===== src/hdl/nfc_defs.svh =====
`ifndef NFC_DEFS_SVH
`define NFC_DEFS_SVH

// Opcodes
`define NFC_OP_READ 8'h00
`define NFC_OP_RDCONF 8'h30
`define NFC_OP_CBRD 8'h35
`define NFC_OP_MPCACHE 8'h33
`define NFC_OP_RNDOUT 8'h05
`define NFC_OP_RNDOUTC 8'he0
`define NFC_OP_CACHERD 8'h31
`define NFC_OP_CACHEEND 8'h3f
`define NFC_OP_READID 8'h90
`define NFC_OP_STATUS 8'h70
`define NFC_OP_PSTAT 8'h78
`define NFC_OP_PSTATL 8'h75
`define NFC_OP_PROG 8'h80
`define NFC_OP_RNDIN 8'h85
`define NFC_OP_PGCONF 8'h10
`define NFC_OP_PLANESEP 8'h11
`define NFC_OP_CACHEPG 8'h15
`define NFC_OP_ERASE 8'h60
`define NFC_OP_ERCONF 8'hd0
`define NFC_OP_RESET 8'hff

// Address cycle counts
`define NFC_ADDR_FULL 3'h5
`define NFC_ADDR_ROW 3'h3
`define NFC_ADDR_COL 3'h2
`define NFC_ADDR_ID 3'h1

// Strobe half period in CLK cycles: 16 ns cycle at 4 ns per CLK
`define NFC_STROBE_NS 16
`define NFC_CLK_NS 4
`define NFC_HALF_CYC ((`NFC_STROBE_NS + 2 * `NFC_CLK_NS - 1) / (2 * `NFC_CLK_NS))

`endif


===== src/hdl/nfc_pkg.sv =====
package nfc_pkg;
	typedef enum logic [2:0] {
		NFC_OP_CMD = 3'h0,
		NFC_OP_ADDR = 3'h1,
		NFC_OP_DIN = 3'h2,
		NFC_OP_DOUT = 3'h3,
		NFC_OP_WAIT = 3'h4
	} nfc_kind_e;
	typedef logic [7:0] nfc_byte_t;
endpackage


===== src/hdl/nfc_fifo.sv =====
`timescale 1ns/1ps
module nfc_fifo #(
	parameter int WIDTH = 8,
	parameter int DEPTH = 16
) (
	// Clock
	input wire logic clk,
	input wire logic rst,
	input wire logic ce,
	// Fill side
	input wire logic in_valid,
	output logic in_ready,
	input wire logic [WIDTH-1:0] in_data,
	// Drain side
	output logic out_valid,
	input wire logic out_ready,
	output logic [WIDTH-1:0] out_data
);
	localparam int AW = $clog2(DEPTH);
	logic [WIDTH-1:0] mem [DEPTH];
	logic [AW-1:0] wp_q, wp_d, rp_q, rp_d;
	logic [AW:0] cnt_q, cnt_d;
	logic push, pop, rdy_q, rdy_d;

	always_comb begin
		push = in_valid && in_ready;
		pop = out_valid && out_ready;
		wp_d = push ? wp_q + 1'b1 : wp_q;
		rp_d = pop ? rp_q + 1'b1 : rp_q;
		cnt_d = cnt_q;
		if (push && !pop) begin
			cnt_d = cnt_q + 1'b1;
		end else if (pop && !push) begin
			cnt_d = cnt_q - 1'b1;
		end
		rdy_d = (cnt_d != DEPTH[AW:0]);
	end

	always_ff @(posedge clk or posedge rst) begin
		if (rst) begin
			wp_q <= '0;
			rp_q <= '0;
			cnt_q <= '0;
			rdy_q <= 1'b1;
		end else if (ce) begin
			wp_q <= wp_d;
			rp_q <= rp_d;
			cnt_q <= cnt_d;
			rdy_q <= rdy_d;
		end
	end

	// Storage needs no reset; only pointers carry meaning
	always_ff @(posedge clk) begin
		if (ce && push) begin
			mem[wp_q] <= in_data;
		end
	end

	assign in_ready = rdy_q;
	assign out_valid = (cnt_q != '0);
	assign out_data = mem[rp_q];
endmodule


===== src/hdl/nfc_host.sv =====
`timescale 1ns/1ps
// Contract
// Command: CLE high ALE low; address: ALE high CLE low; five cycles full.
// Data out: latches low, WE high, read strobe toggled; one byte per pulse.
// Write protect low makes device refuse program and erase.
// Chip select high while ready gives standby; ignored while busy.
// Page read 00h, five addresses, 30h; 35h for copy-back; multi-plane uses 60h.
// Random data out: 05h, two column addresses, E0h.
// Random data in: 85h, two column addresses, then data. Host op_info gives 85h the five-cycle address count.
// Random data in/out stays within the page already selected.
// Program: 80h, five addresses, data, 10h; device goes busy.
// Cache program start: 80h, five addresses, data, 15h.
// Multi-plane program ends first plane with 11h-81h; only status or reset between. Host accepts 80h or 85h after 11h, and flags 81h illegal.
// Copy-back program: 85h, five addresses, optional data, 10h.
// Erase: 60h, three row addresses, D0h; multi-plane repeats 60h first.
// While busy device accepts only reset, 70h, 78h plus three addresses, 75h.
// During read busy host holds both strobes high.
// Multi-plane random out only after multi-plane read.
// Multi-plane planes always in the same address order.
// Cache operations stay within one block.
// Cache read continue 31h, end 3Fh; enhanced adds 00h, five addresses first.
// Multi-plane cache read first step confirms with 30h or 33h.
// Host issues no opcode outside the command set.
// Multi-plane reads only on multi-plane programmed pages.
// Read ID: 90h, one address cycle, then ID bytes per read strobe.
module nfc_host
	import nfc_pkg::*;
#(
	parameter int FIFO_DEPTH = 16
) (
	// Clock and reset
	input wire logic CLK,
	input wire logic RESET,
	input wire logic CLK_EN,
	// Operation request
	input wire logic OP_VALID,
	output logic OP_READY,
	input wire nfc_pkg::nfc_kind_e OP_KIND,
	input wire nfc_pkg::nfc_byte_t OP_BYTE,
	input wire logic OP_LAST,
	// Read data
	output logic RD_VALID,
	output nfc_pkg::nfc_byte_t RD_DATA,
	output logic BUSY_SEEN,
	output logic ILLEGAL,
	// Flash pins
	output logic CHIP_SEL_N,
	output logic CMD_LATCH,
	output logic ADDR_LATCH,
	output logic WRITE_STROBE_N,
	output logic READ_STROBE_N,
	output logic WRITE_PROT_N,
	input wire logic [7:0] IO_IN,
	output logic [7:0] IO_OUT,
	output logic IO_OE_N,
	input wire logic READY_BUSY_N,
	// Control
	input wire logic WP_ALLOW
);
	import nfc_pkg::*;
	`include "nfc_defs.svh"

	typedef enum logic [2:0] {
		ST_IDLE = 3'h0,
		ST_SETUP = 3'h1,
		ST_LOW = 3'h2,
		ST_HIGH = 3'h3,
		ST_WAIT = 3'h4
	} nfc_state_e;

	localparam logic [3:0] HALF = 4'(`NFC_HALF_CYC);

	logic f_valid, f_ready, f_last;
	nfc_kind_e f_kind;
	nfc_byte_t f_byte;
	logic [11:0] f_word;
	logic rb_sync;
	logic [7:0] io_s1_q, io_s2_q;

	nfc_fifo #(.WIDTH(12), .DEPTH(FIFO_DEPTH)) u_fifo (
		.clk(CLK),
		.rst(RESET),
		.ce(CLK_EN),
		.in_valid(OP_VALID),
		.in_ready(OP_READY),
		.in_data({OP_LAST, OP_KIND, OP_BYTE}),
		.out_valid(f_valid),
		.out_ready(f_ready),
		.out_data(f_word)
	);
	assign f_last = f_word[11];
	assign f_kind = nfc_kind_e'(f_word[10:8]);
	assign f_byte = f_word[7:0];

	nfc_sync u_rb (
		.clk(CLK),
		.rst(RESET),
		.ce(CLK_EN),
		.din(READY_BUSY_N),
		.dout(rb_sync)
	);

	// Bus input sampled twice; data is stable well before the strobe rises
	always_ff @(posedge CLK or posedge RESET) begin
		if (RESET) begin
			io_s1_q <= 8'h00;
			io_s2_q <= 8'h00;
		end else if (CLK_EN) begin
			io_s1_q <= IO_IN;
			io_s2_q <= io_s1_q;
		end
	end

	nfc_state_e st_q, st_d;
	nfc_kind_e kind_q, kind_d;
	nfc_byte_t byte_q, byte_d;
	logic last_q, last_d;
	logic [3:0] tmr_q, tmr_d;
	logic [2:0] acnt_q, acnt_d;
	logic [2:0] aexp_q, aexp_d;
	logic rbusy_q, rbusy_d;
	logic cs_n_q, cs_n_d, cle_q, cle_d, ale_q, ale_d;
	logic we_n_q, we_n_d, re_n_q, re_n_d, oe_n_q, oe_n_d;
	nfc_byte_t io_q, io_d, rd_q, rd_d;
	logic rdv_q, rdv_d, busy_q, busy_d, ill_q, ill_d, wp_n_q, wp_n_d;
	logic legal_op, sep_q, sep_d;
	logic [3:0] info;

	// Opcode legality and the address count that follows it
	function automatic logic [3:0] op_info(input nfc_byte_t op);
		case (op)
			`NFC_OP_READ, `NFC_OP_PROG: op_info = {1'b1, `NFC_ADDR_FULL};
			`NFC_OP_RNDOUT: op_info = {1'b1, `NFC_ADDR_COL};
			`NFC_OP_ERASE, `NFC_OP_PSTAT: op_info = {1'b1, `NFC_ADDR_ROW};
			`NFC_OP_READID: op_info = {1'b1, `NFC_ADDR_ID};
			`NFC_OP_RNDIN: op_info = {1'b1, `NFC_ADDR_FULL};
			`NFC_OP_RDCONF, `NFC_OP_CBRD, `NFC_OP_MPCACHE, `NFC_OP_RNDOUTC,
			`NFC_OP_CACHERD, `NFC_OP_CACHEEND, `NFC_OP_STATUS, `NFC_OP_PSTATL,
			`NFC_OP_PGCONF, `NFC_OP_PLANESEP, `NFC_OP_CACHEPG, `NFC_OP_ERCONF,
			`NFC_OP_RESET: op_info = 4'h8;
			default: op_info = 4'h0;
		endcase
	endfunction

	// Commands the device takes while busy
	function automatic logic busy_ok(input nfc_byte_t op);
		busy_ok = (op == `NFC_OP_RESET) || (op == `NFC_OP_STATUS) ||
			(op == `NFC_OP_PSTAT) || (op == `NFC_OP_PSTATL);
	endfunction

	always_comb begin
		st_d = st_q;
		kind_d = kind_q;
		last_d = last_q;
		tmr_d = tmr_q;
		acnt_d = acnt_q;
		aexp_d = aexp_q;
		rbusy_d = rbusy_q;
		cs_n_d = cs_n_q;
		cle_d = cle_q;
		ale_d = ale_q;
		we_n_d = we_n_q;
		re_n_d = re_n_q;
		oe_n_d = oe_n_q;
		io_d = io_q;
		rd_d = rd_q;
		rdv_d = 1'b0;
		busy_d = !rb_sync;
		ill_d = 1'b0;
		wp_n_d = WP_ALLOW;
		f_ready = 1'b0;
		byte_d = byte_q;
		legal_op = 1'b1;
		sep_d = sep_q;
		info = op_info(f_byte);
		if (f_valid && f_kind == NFC_OP_CMD) begin
			legal_op = info[3];
			if (!rb_sync && !busy_ok(f_byte)) begin
				legal_op = 1'b0;
			end
			if (sep_q && !busy_ok(f_byte) &&
				f_byte != `NFC_OP_PROG && f_byte != `NFC_OP_RNDIN) begin
				legal_op = 1'b0;
			end
		end
		case (st_q)
			ST_IDLE: begin
				if (f_valid) begin
					f_ready = 1'b1;
					if (!legal_op) begin
						ill_d = 1'b1;
					end else begin
						st_d = ST_SETUP;
						kind_d = f_kind;
						byte_d = f_byte;
						last_d = f_last;
						tmr_d = HALF;
						cs_n_d = 1'b0;
						cle_d = (f_kind == NFC_OP_CMD);
						ale_d = (f_kind == NFC_OP_ADDR);
						oe_n_d = (f_kind == NFC_OP_DOUT) || (f_kind == NFC_OP_WAIT);
						io_d = f_byte;
						if (f_kind == NFC_OP_CMD) begin
							acnt_d = 3'h0;
							aexp_d = info[2:0];
							sep_d = (f_byte == `NFC_OP_PLANESEP) ||
								(sep_q && busy_ok(f_byte) && f_byte != `NFC_OP_RESET);
						end
						if (f_kind == NFC_OP_ADDR && acnt_q != aexp_q) begin
							acnt_d = acnt_q + 3'h1;
						end
						if (f_kind == NFC_OP_WAIT) begin
							st_d = ST_WAIT;
						end
					end
				end else if (rb_sync) begin
					cs_n_d = 1'b1;
				end
			end
			ST_SETUP: begin
				tmr_d = HALF;
				st_d = ST_LOW;
				if (kind_q == NFC_OP_DOUT) begin
					re_n_d = 1'b0;
				end else begin
					we_n_d = 1'b0;
				end
			end
			ST_LOW: begin
				if (tmr_q != 4'h0) begin
					tmr_d = tmr_q - 4'h1;
				end else begin
					if (kind_q == NFC_OP_DOUT) begin
						rd_d = io_s2_q;
						rdv_d = 1'b1;
					end
					we_n_d = 1'b1;
					re_n_d = 1'b1;
					tmr_d = HALF;
					st_d = ST_HIGH;
				end
			end
			ST_HIGH: begin
				if (tmr_q != 4'h0) begin
					tmr_d = tmr_q - 4'h1;
				end else begin
					cle_d = 1'b0;
					ale_d = 1'b0;
					oe_n_d = 1'b1;
					if (last_q) begin
						cs_n_d = 1'b1;
					end
					// Any command but reset and the status reads may start array work; flag it in rbusy
					rbusy_d = (kind_q == NFC_OP_CMD) && !busy_ok(byte_q);
					st_d = ST_IDLE;
				end
			end
			ST_WAIT: begin
				// Both strobes stay high until ready returns
				if (tmr_q != 4'h0) begin
					tmr_d = tmr_q - 4'h1;
				end else if (rb_sync) begin
					rbusy_d = 1'b0;
					if (last_q) begin
						cs_n_d = 1'b1;
					end
					st_d = ST_IDLE;
				end
			end
			default: begin
				st_d = ST_IDLE;
			end
		endcase
	end

	always_ff @(posedge CLK or posedge RESET) begin
		if (RESET) begin
			st_q <= ST_IDLE;
			kind_q <= NFC_OP_CMD;
			byte_q <= 8'h00;
			last_q <= 1'b0;
			tmr_q <= 4'h0;
			acnt_q <= 3'h0;
			aexp_q <= 3'h0;
			rbusy_q <= 1'b0;
			cs_n_q <= 1'b1;
			cle_q <= 1'b0;
			ale_q <= 1'b0;
			we_n_q <= 1'b1;
			re_n_q <= 1'b1;
			oe_n_q <= 1'b1;
			io_q <= 8'h00;
			rd_q <= 8'h00;
			rdv_q <= 1'b0;
			busy_q <= 1'b0;
			ill_q <= 1'b0;
			wp_n_q <= 1'b0;
			sep_q <= 1'b0;
		end else if (CLK_EN) begin
			st_q <= st_d;
			kind_q <= kind_d;
			byte_q <= byte_d;
			last_q <= last_d;
			tmr_q <= tmr_d;
			acnt_q <= acnt_d;
			aexp_q <= aexp_d;
			rbusy_q <= rbusy_d;
			cs_n_q <= cs_n_d;
			cle_q <= cle_d;
			ale_q <= ale_d;
			we_n_q <= we_n_d;
			re_n_q <= re_n_d;
			oe_n_q <= oe_n_d;
			io_q <= io_d;
			rd_q <= rd_d;
			rdv_q <= rdv_d;
			busy_q <= busy_d;
			ill_q <= ill_d;
			wp_n_q <= wp_n_d;
			sep_q <= sep_d;
		end
	end

	assign CHIP_SEL_N = cs_n_q;
	assign CMD_LATCH = cle_q;
	assign ADDR_LATCH = ale_q;
	assign WRITE_STROBE_N = we_n_q;
	assign READ_STROBE_N = re_n_q;
	assign WRITE_PROT_N = wp_n_q;
	assign IO_OUT = io_q;
	assign IO_OE_N = oe_n_q;
	assign RD_VALID = rdv_q;
	assign RD_DATA = rd_q;
	assign BUSY_SEEN = busy_q;
	assign ILLEGAL = ill_q;
endmodule


===== src/hdl/nfc_sync.sv =====
`timescale 1ns/1ps
module nfc_sync (
	// Clock
	input wire logic clk,
	input wire logic rst,
	input wire logic ce,
	// Level
	input wire logic din,
	output logic dout
);
	logic s1_q, s2_q;

	always_ff @(posedge clk or posedge rst) begin
		if (rst) begin
			// Resets to the ready level so no false busy follows reset
			s1_q <= 1'b1;
			s2_q <= 1'b1;
		end else if (ce) begin
			s1_q <= din;
			s2_q <= s1_q;
		end
	end

	assign dout = s2_q;
endmodule


===== config.mk =====
export PLATFORM = sky130hd
export DESIGN_NAME = nfc_host
export DESIGN_NICKNAME = d
export VERILOG_FILES = /design/src/hdl/nfc_pkg.sv /design/src/hdl/nfc_fifo.sv /design/src/hdl/nfc_host.sv /design/src/hdl/nfc_sync.sv
export VERILOG_INCLUDE_DIRS = /design/src /design/src/hdl
export SDC_FILE = /design/constraint.sdc
export NUM_CORES = 1
export LEC_CHECK = 0
export BUFFER_PORTS_ARGS = -buffer_cell sky130_fd_sc_hd__buf_2
export CORE_UTILIZATION = 61
export CTS_CLUSTER_SIZE = 30
export DETAILED_ROUTE_END_ITERATION = 10
export PLACE_DENSITY = 0.76
export REMOVE_ABC_BUFFERS = 1
export SYNTH_ARGS = -nofsm -noshare
export SYNTH_HDL_FRONTEND = slang
export SYNTH_SLANG_ARGS = --single-unit

===== constraint.sdc =====
create_clock -name CLK -period 3.99 [get_ports CLK]
set_input_delay 0.5985 -clock CLK [delete_from_list [all_inputs] [get_ports CLK]]
set_output_delay 0.5985 -clock CLK [all_outputs]
set_load 0.02 [all_outputs]

==> Word level (Yosys, flattened, before mapping) <==
Memory sizes are Yosys's and may differ from the RTL's.
Cells that the tools add are included.
{ "word_totals": {"ff_bits": 70, "mem_bits_rw": 192, "in_bits": 26, "out_inout_bits": 27, "word_cells": 171, "mem_count": 1} }
{ "mem_list": {"columns": ["memory", "depth", "word_bits", "read_ports", "rd_clocked_by_memory_dff", "wr", "line_no", "text"], "rows": [
  ["u_fifo.mem", 16, 12, 1, 0, 1, "nfc_fifo.sv:20", "logic [WIDTH-1:0] mem [DEPTH];"]
]} }
{ "op_classes": {"n_addsub": 5, "n_eq_ne": 42, "mux": 52, "bitwise": 1, "n_reduce_logical": 45} }
{ "op_table": {"columns": ["op", "count"], "rows": [
  ["$eq A8 B8 Y1 const B", 6],
  ["$eq A8 B6 Y1 const B", 5],
  ["$eq A8 B7 Y1 const B", 4],
  ["$mux W1", 30],
  ["$eq A8 B5 Y1 const B", 3],
  ["$ne A8 B8 Y1 const B", 3],
  ["$mux W3", 7],
  ["$pmux W4 S5", 1],
  ["$mux W4", 4],
  ["$pmux W4 S4", 1],
  ["$reduce_and A4 Y1", 4],
  ["$pmux W3 S5", 1],
  ["$reduce_and A5 Y1", 3],
  ["$ne A2 B2 Y1 const B", 7],
  ["$reduce_and A7 Y1", 2],
  ["$reduce_or A13 Y1", 1],
  ["$eq A3 B2 Y1 const B", 4],
  ["$logic_and A1 B1 Y1", 12],
  ["$mux W5", 2],
  ["$pmux W1 S2", 5],
  ["$add A4 B1 Y4 const B", 2],
  ["$eq A8 B3 Y1 const B", 1],
  ["$logic_not A8 Y1", 1],
  ["$reduce_bool A4 Y1", 2],
  ["20 further kinds", 34]
]} }

==> Depth between registers and ports, before layout <==
An unclocked memory read counts as a cell.
{ "logic_depth": {"ltp_word": 14, "mapped_depth": 14, "depth_no_buf": 9} }

==> Modules after synthesis <==
From an unflattened synthesis, not the netlist that was laid out.
{ "unflattened": {"cells_unflattened": 609, "hier_area_um2": 10968.0} }
{ "modules_own_cells": {"columns": ["mod", "instances", "cells_per_inst", "area_per_inst_um2", "seq_area_each_um2"], "rows": [
  ["nfc_fifo", 1, 381, 8229.1, 6117.1],
  ["nfc_host", 1, 223, 2660.1, 1356.3],
  ["nfc_sync", 1, 5, 78.8, 52.6]
]} }

==> Least setup slack after synthesis <==
No wires, ideal clock.
{ "synth_timing": {"kind": "flip-flop to flip-flop", "start": "reg u_fifo.rp_q[0]", "end": "reg kind_q[0]", "setup_ns": 0.125, "arrival_time_ns": 2.999, "path_slack_ns": 0.865, "stages_incl_launch_ff": 13, "path_buffers": 5, "path_cell_list": "dfrtp_1 buf_6 buf_12 buf_12 mux4_1 mux4_2 nor2_1 o311ai_1 a211oi_2 a21o_1 buf_6 buf_6 mux2_4"} }
{ "synth_via": {"elab_chain_len": 12} }
{ "synth_rtl": {"columns": ["element", "line_no", "text"], "rows": [
  ["from (decl)", "nfc_fifo.sv:21", "logic [AW-1:0] wp_q, wp_d, rp_q, rp_d;"],
  ["from (signal assigned)", "nfc_fifo.sv:47", "rp_q <= rp_d;"],
  ["$mem_v2 Z16 W12 (*)", null, null],
  ["parallel branches: the longest is 11 deep, another holds $reduce_or A13 Y1", null, null],
  ["to (signal assigned)", "nfc_host.sv:301", "kind_q <= kind_d;"],
  ["to (decl)", "nfc_host.sv:115", "nfc_kind_e kind_q, kind_d;"]
]} }
Mark *: on every way between the ends.
A chain may end at the register's enable or synchronous reset.

==> Worst setup path in the final report <==
{ "layout_timing": {"start": "reg u_fifo.rp_q[0]", "end": "reg tmr_q[0]"} }
{ "layout_via": {"elab_chain_len": 13} }
{ "layout_rtl": {"columns": ["element", "line_no", "text"], "rows": [
  ["$mem_v2 Z16 W12 (*)", null, null],
  ["parallel branches: the longest is 9 deep, another holds $reduce_or A13 Y1", null, null],
  ["$mux W1 (*)", "nfc_host.sv:176", "if (f_valid && f_kind == NFC_OP_CMD) begin"],
  ["$ne A2 B2 Y1 (no line) (*)", null, null],
  ["$reduce_and A5 Y1 (no line) (*)", null, null],
  ["to (signal assigned)", "nfc_host.sv:304", "tmr_q <= tmr_d;"],
  ["to (decl)", "nfc_host.sv:118", "logic [3:0] tmr_q, tmr_d;"]
]} }
Marked as above.

==> results by group <==
Die
  – Starting density of the core: a little over three fifths
  – Die width: 135.4 um
  – Core area: 17360 um2
  – Row count: 48
  – IO Count: 53
  – Die Area: approximately 18000 um2
  – Die Y-Extent: approximately 140 um

Power and ir drop
  – P_int: between 5 and 6 mW
  – Clk pwr share: a little under 30%
  – Seq pwr share: between 40 and 50%
  – PwrDens: between 600 and 700 nW/um2
  – Comb pwr share: slightly below 30%
  – Leakage power: 4.478 nW
  – Peak supply drop: around 530 uV
  – Switching share of power: 30.97%
  – Net switching power: 2.665 mW

Logic synthesis
  – Mean Syn Cell Area: roughly 17 um2
  – Most frequent cell after synthesis: edfxtp_1
  – Area contributors post-synth: edfxtp_1 (53%), dfrtp_1 (15%), mux4_2 (9.1%)
  – Warnings from Yosys: 0
  – Synth Instances: about 630
  – Most frequent cells after synthesis: edfxtp_1 (192), dfrtp_1 (63), mux4_2 (44)
  – Yosys reg bits: 262
  – Synth area leader: edfxtp_1
  – Async SR Flop Fraction: between 20% and 30%
  – Number of flops mapped to enable cells by yosys: approximately 190
  – Distinct cells, synth: 66
  – Ys flop type: edfxtp_1
  – Post-synth top area share: a little over half
  – Sequential area share after synthesis: between 60% and 70%
  – Synthesized cell area: 10850 um2

Timing
  – Clock skew: ~0.0075 ns
  – Crit share post-route: 92.45%
  – RSZ-0062 raised after global routing: no
  – Period minus WS final: 3.689 ns
  – Pins Over Slew Limit: 0
  – Max frequency: roughly 270 MHz
  – Relative slew margins: 26.88%
  – Final hold viol count: 0
  – Setup Viol. Count Final: 0
  – Worst Max-Slew Pin Slew: roughly 1.1 ns
  – Setup TNS: 0 ns

Finish
  – Fillers: 1028
  – Final Non-Filler Cells: 950
  – Layout cells sized above 1: a little under a third
  – Area delta synth->final: 14.02%
  – Nets: 739

Critical path
  – Crit path launch type: flip-flop
  – Setup CP Type: flip-flop to flip-flop
  – CP required: roughly 4.4 ns
  – Worst-path maximum fanout: 8
  – CP Capture Type: flip-flop
  – Arr. time, crit path: 4.08 ns
  – FF-to-FF End: tmr_q[0]$_DFFE_PP0P_
  – Worst Setup SP: u_fifo.rp_q[0]$_DFFE_PP0P_
  – Reg2reg setup slack: approximately 0.3 ns
  – R2R cell count: 10
  – FF-to-FF Start: u_fifo.rp_q[0]$_DFFE_PP0P_

Drt
  – Top sig layer: met4
  – DR pass1 iterations: 8
  – Met2 WL: approximately 11000 um
  – Initial DRC count: approximately 590
  – Antenna Nets Post-Route: 0
  – DR WL/cell: roughly 23 um
  – DR vias/cell: roughly 6.3
  – DRC viols: 0
  – WL met1: 8737 um
  – Routed length on met3: ~1600 um
  – Detailed-route via count: 6010
  – Wirelength, routed: between 20000 and 25000 um

Placement
  – HPWL Detailed: 14520 um
  – Quantity of I/O buffers inserted on ports: 52
  – Cell count after placement: 901
  – Routability cong.: 0.9082

Global route
  – First-pass GRT wire length: 34360 um
  – Overall Global Routing Usage: 25.31%
  – Total gr overflow: 0
  – Initial antenna violation count: 1
  – Largest net degree at the start of global routing: 40
  – Number of global-route vias before repair: 6130

Clocking
  – Clk sinks: 262
  – CTS tree: done
  – Worst skew pair latency: about 0.5 ns
  – Deepest clock path buffer count: 3
  – Root Buffer: clkbuf_16
  – Post-CTS setup buffer count: 0
  – Hold-fix buffer count after cts: 0
  – Resized cells post-CTS: 0
  – Clock-pin slew on the worst setup and hold paths: roughly 0.060 ns
  – H-tree depth: 1
  – TritonCTS Buffers: 26

Run
  – # Max-Cap Violations: 0

Worst hold path
  – HP Class: input port to asynchronous set/reset pin

Run status
  – Status: complete, no violations
worst max path at each step:
stage / slack (ns) / cells past startpoint / end
floorplan: -0.62 / 7 / IO_OUT[1]$_DFFE_PP0P_
global placement: 0.51 / 11 / tmr_q[0]$_DFFE_PP0P_
detailed placement: 0.38 / 11 / tmr_q[0]$_DFFE_PP0P_
CTS: 0.36 / 11 / tmr_q[0]$_DFFE_PP0P_
global route: 0.1 / 10 / tmr_q[0]$_DFFE_PP0P_
finish: 0.30 / 10 / tmr_q[0]$_DFFE_PP0P_
power by group through the flow:
| stage | registers, mW | logic (mW) | clock network (mW) |
|---|---|---|---|
| global route | 3.60 | 2.72 | 2.65 |
| detailed placement | 3.60 | 2.50 | 0 |
| CTS | 3.56 | 2.52 | 2.56 |
| global placement | 3.57 | 2.42 | 0 |
| finish | 3.56 | 2.52 | 2.53 |
| floorplan | 3.77 | 1.52 | 0 |
flip-flops by register name, summed over array words and instances, names as in the netlist, 3 cells and up:
register	cells
st_q	3
u_fifo.mem	192
io_s2_q	8
u_fifo.cnt_q	5
RD_DATA	8
u_fifo.rp_q	4
u_fifo.wp_q	4
kind_q	3
IO_OUT	8
tmr_q	4
io_s1_q	8
through the flow:
| stage | util (%) | hold WS (ns) | total power [mW] | setup slack (ns) | cell area (um2) |
|---|---|---|---|---|---|
| CTS | 71.29 | 0.2083 | 8.636 | 0.3560 | 12370 |
| global route | 71.30 | 0.2569 | 8.971 | 0.09946 | 12380 |
| floorplan | - | 0.4699 | 5.292 | -0.6218 | 10640 |
| finish | 71.30 | 0.1957 | 8.606 | 0.3013 | 12380 |
| global placement | 66.11 | 0.4631 | 5.992 | 0.5086 | 11470 |
| detailed placement | 66.11 | 0.4735 | 6.102 | 0.3777 | 11470 |
cells by family (layout without fill, tap and decap cells):
| family | count (synthesis) | in the layout | share of synthesized area, % |
|---|---|---|---|
| compound gates | 73 | 73 | 4.715 |
| xor+xnor | 10 | 10 | 0.8070 |
| other cells | 0 | 1 | 0 |
| mux | 96 | 96 | 15.63 |
| fa+ha+maj | 9 | 9 | 1.037 |
| simple gates | 132 | 132 | 6.087 |
| flops | 262 | 262 | 69.34 |
| buf+inv | 43 | 142 | 2.386 |
placed cells by master, fill, tap and decap left out, drive strengths merged, types with 3 or more instances in the layout:
cell type and count:
edfxtp 192, buf 81, dfrtp 63, mux4 52, mux2 41, nand2 39
nor2 35, clkbuf 29, a21oi 16, o21ai 15, a22oi 14, clkinv 14
inv 12, nand3 10, ha 9, xnor2 8, nand2b 8, nor3 8
dfstp 7, nand4 6, nor2b 5, bufinv 5, o221ai 4, or2 4
mux2i 3, nand3b 3, o22ai 3, o2bb2ai 3, nor4b 3
routing by layer:
layer | vias to the layer above | global-route usage [%]
met5 | - | 0
met4 | 0 | 6.866
met3 | 56 | 4.190
met2 | 307 | 43.30
met1 | 3032 | 33.92
li1 | 2615 | -
critical path, stage by stage (launching register included):
cell      delay (ns)
dfrtp_2         0.56
buf_4           0.27
mux4_2          0.51
a22oi_1         0.40
nand2_1         0.24
nor4_2          0.33
nor4b_2         0.26
o221ai_1        0.23
a21oi_2         0.31
o21ai_2         0.14
mux2_1          0.32
layout make-up:
class	instances	area, um2	share of cell area [%]
well taps	225	281.5	2.275
multi-input cells	320	3089	24.96
diodes	1	2.502	0.02022
clock inverters	19	215.2	1.739
repair buffers	81	528.0	4.267
inverters	13	48.80	0.3943
clock buffers	29	683.2	5.520
flip-flops and latches	262	7527	60.82
(Power assumes the default switching activity.)
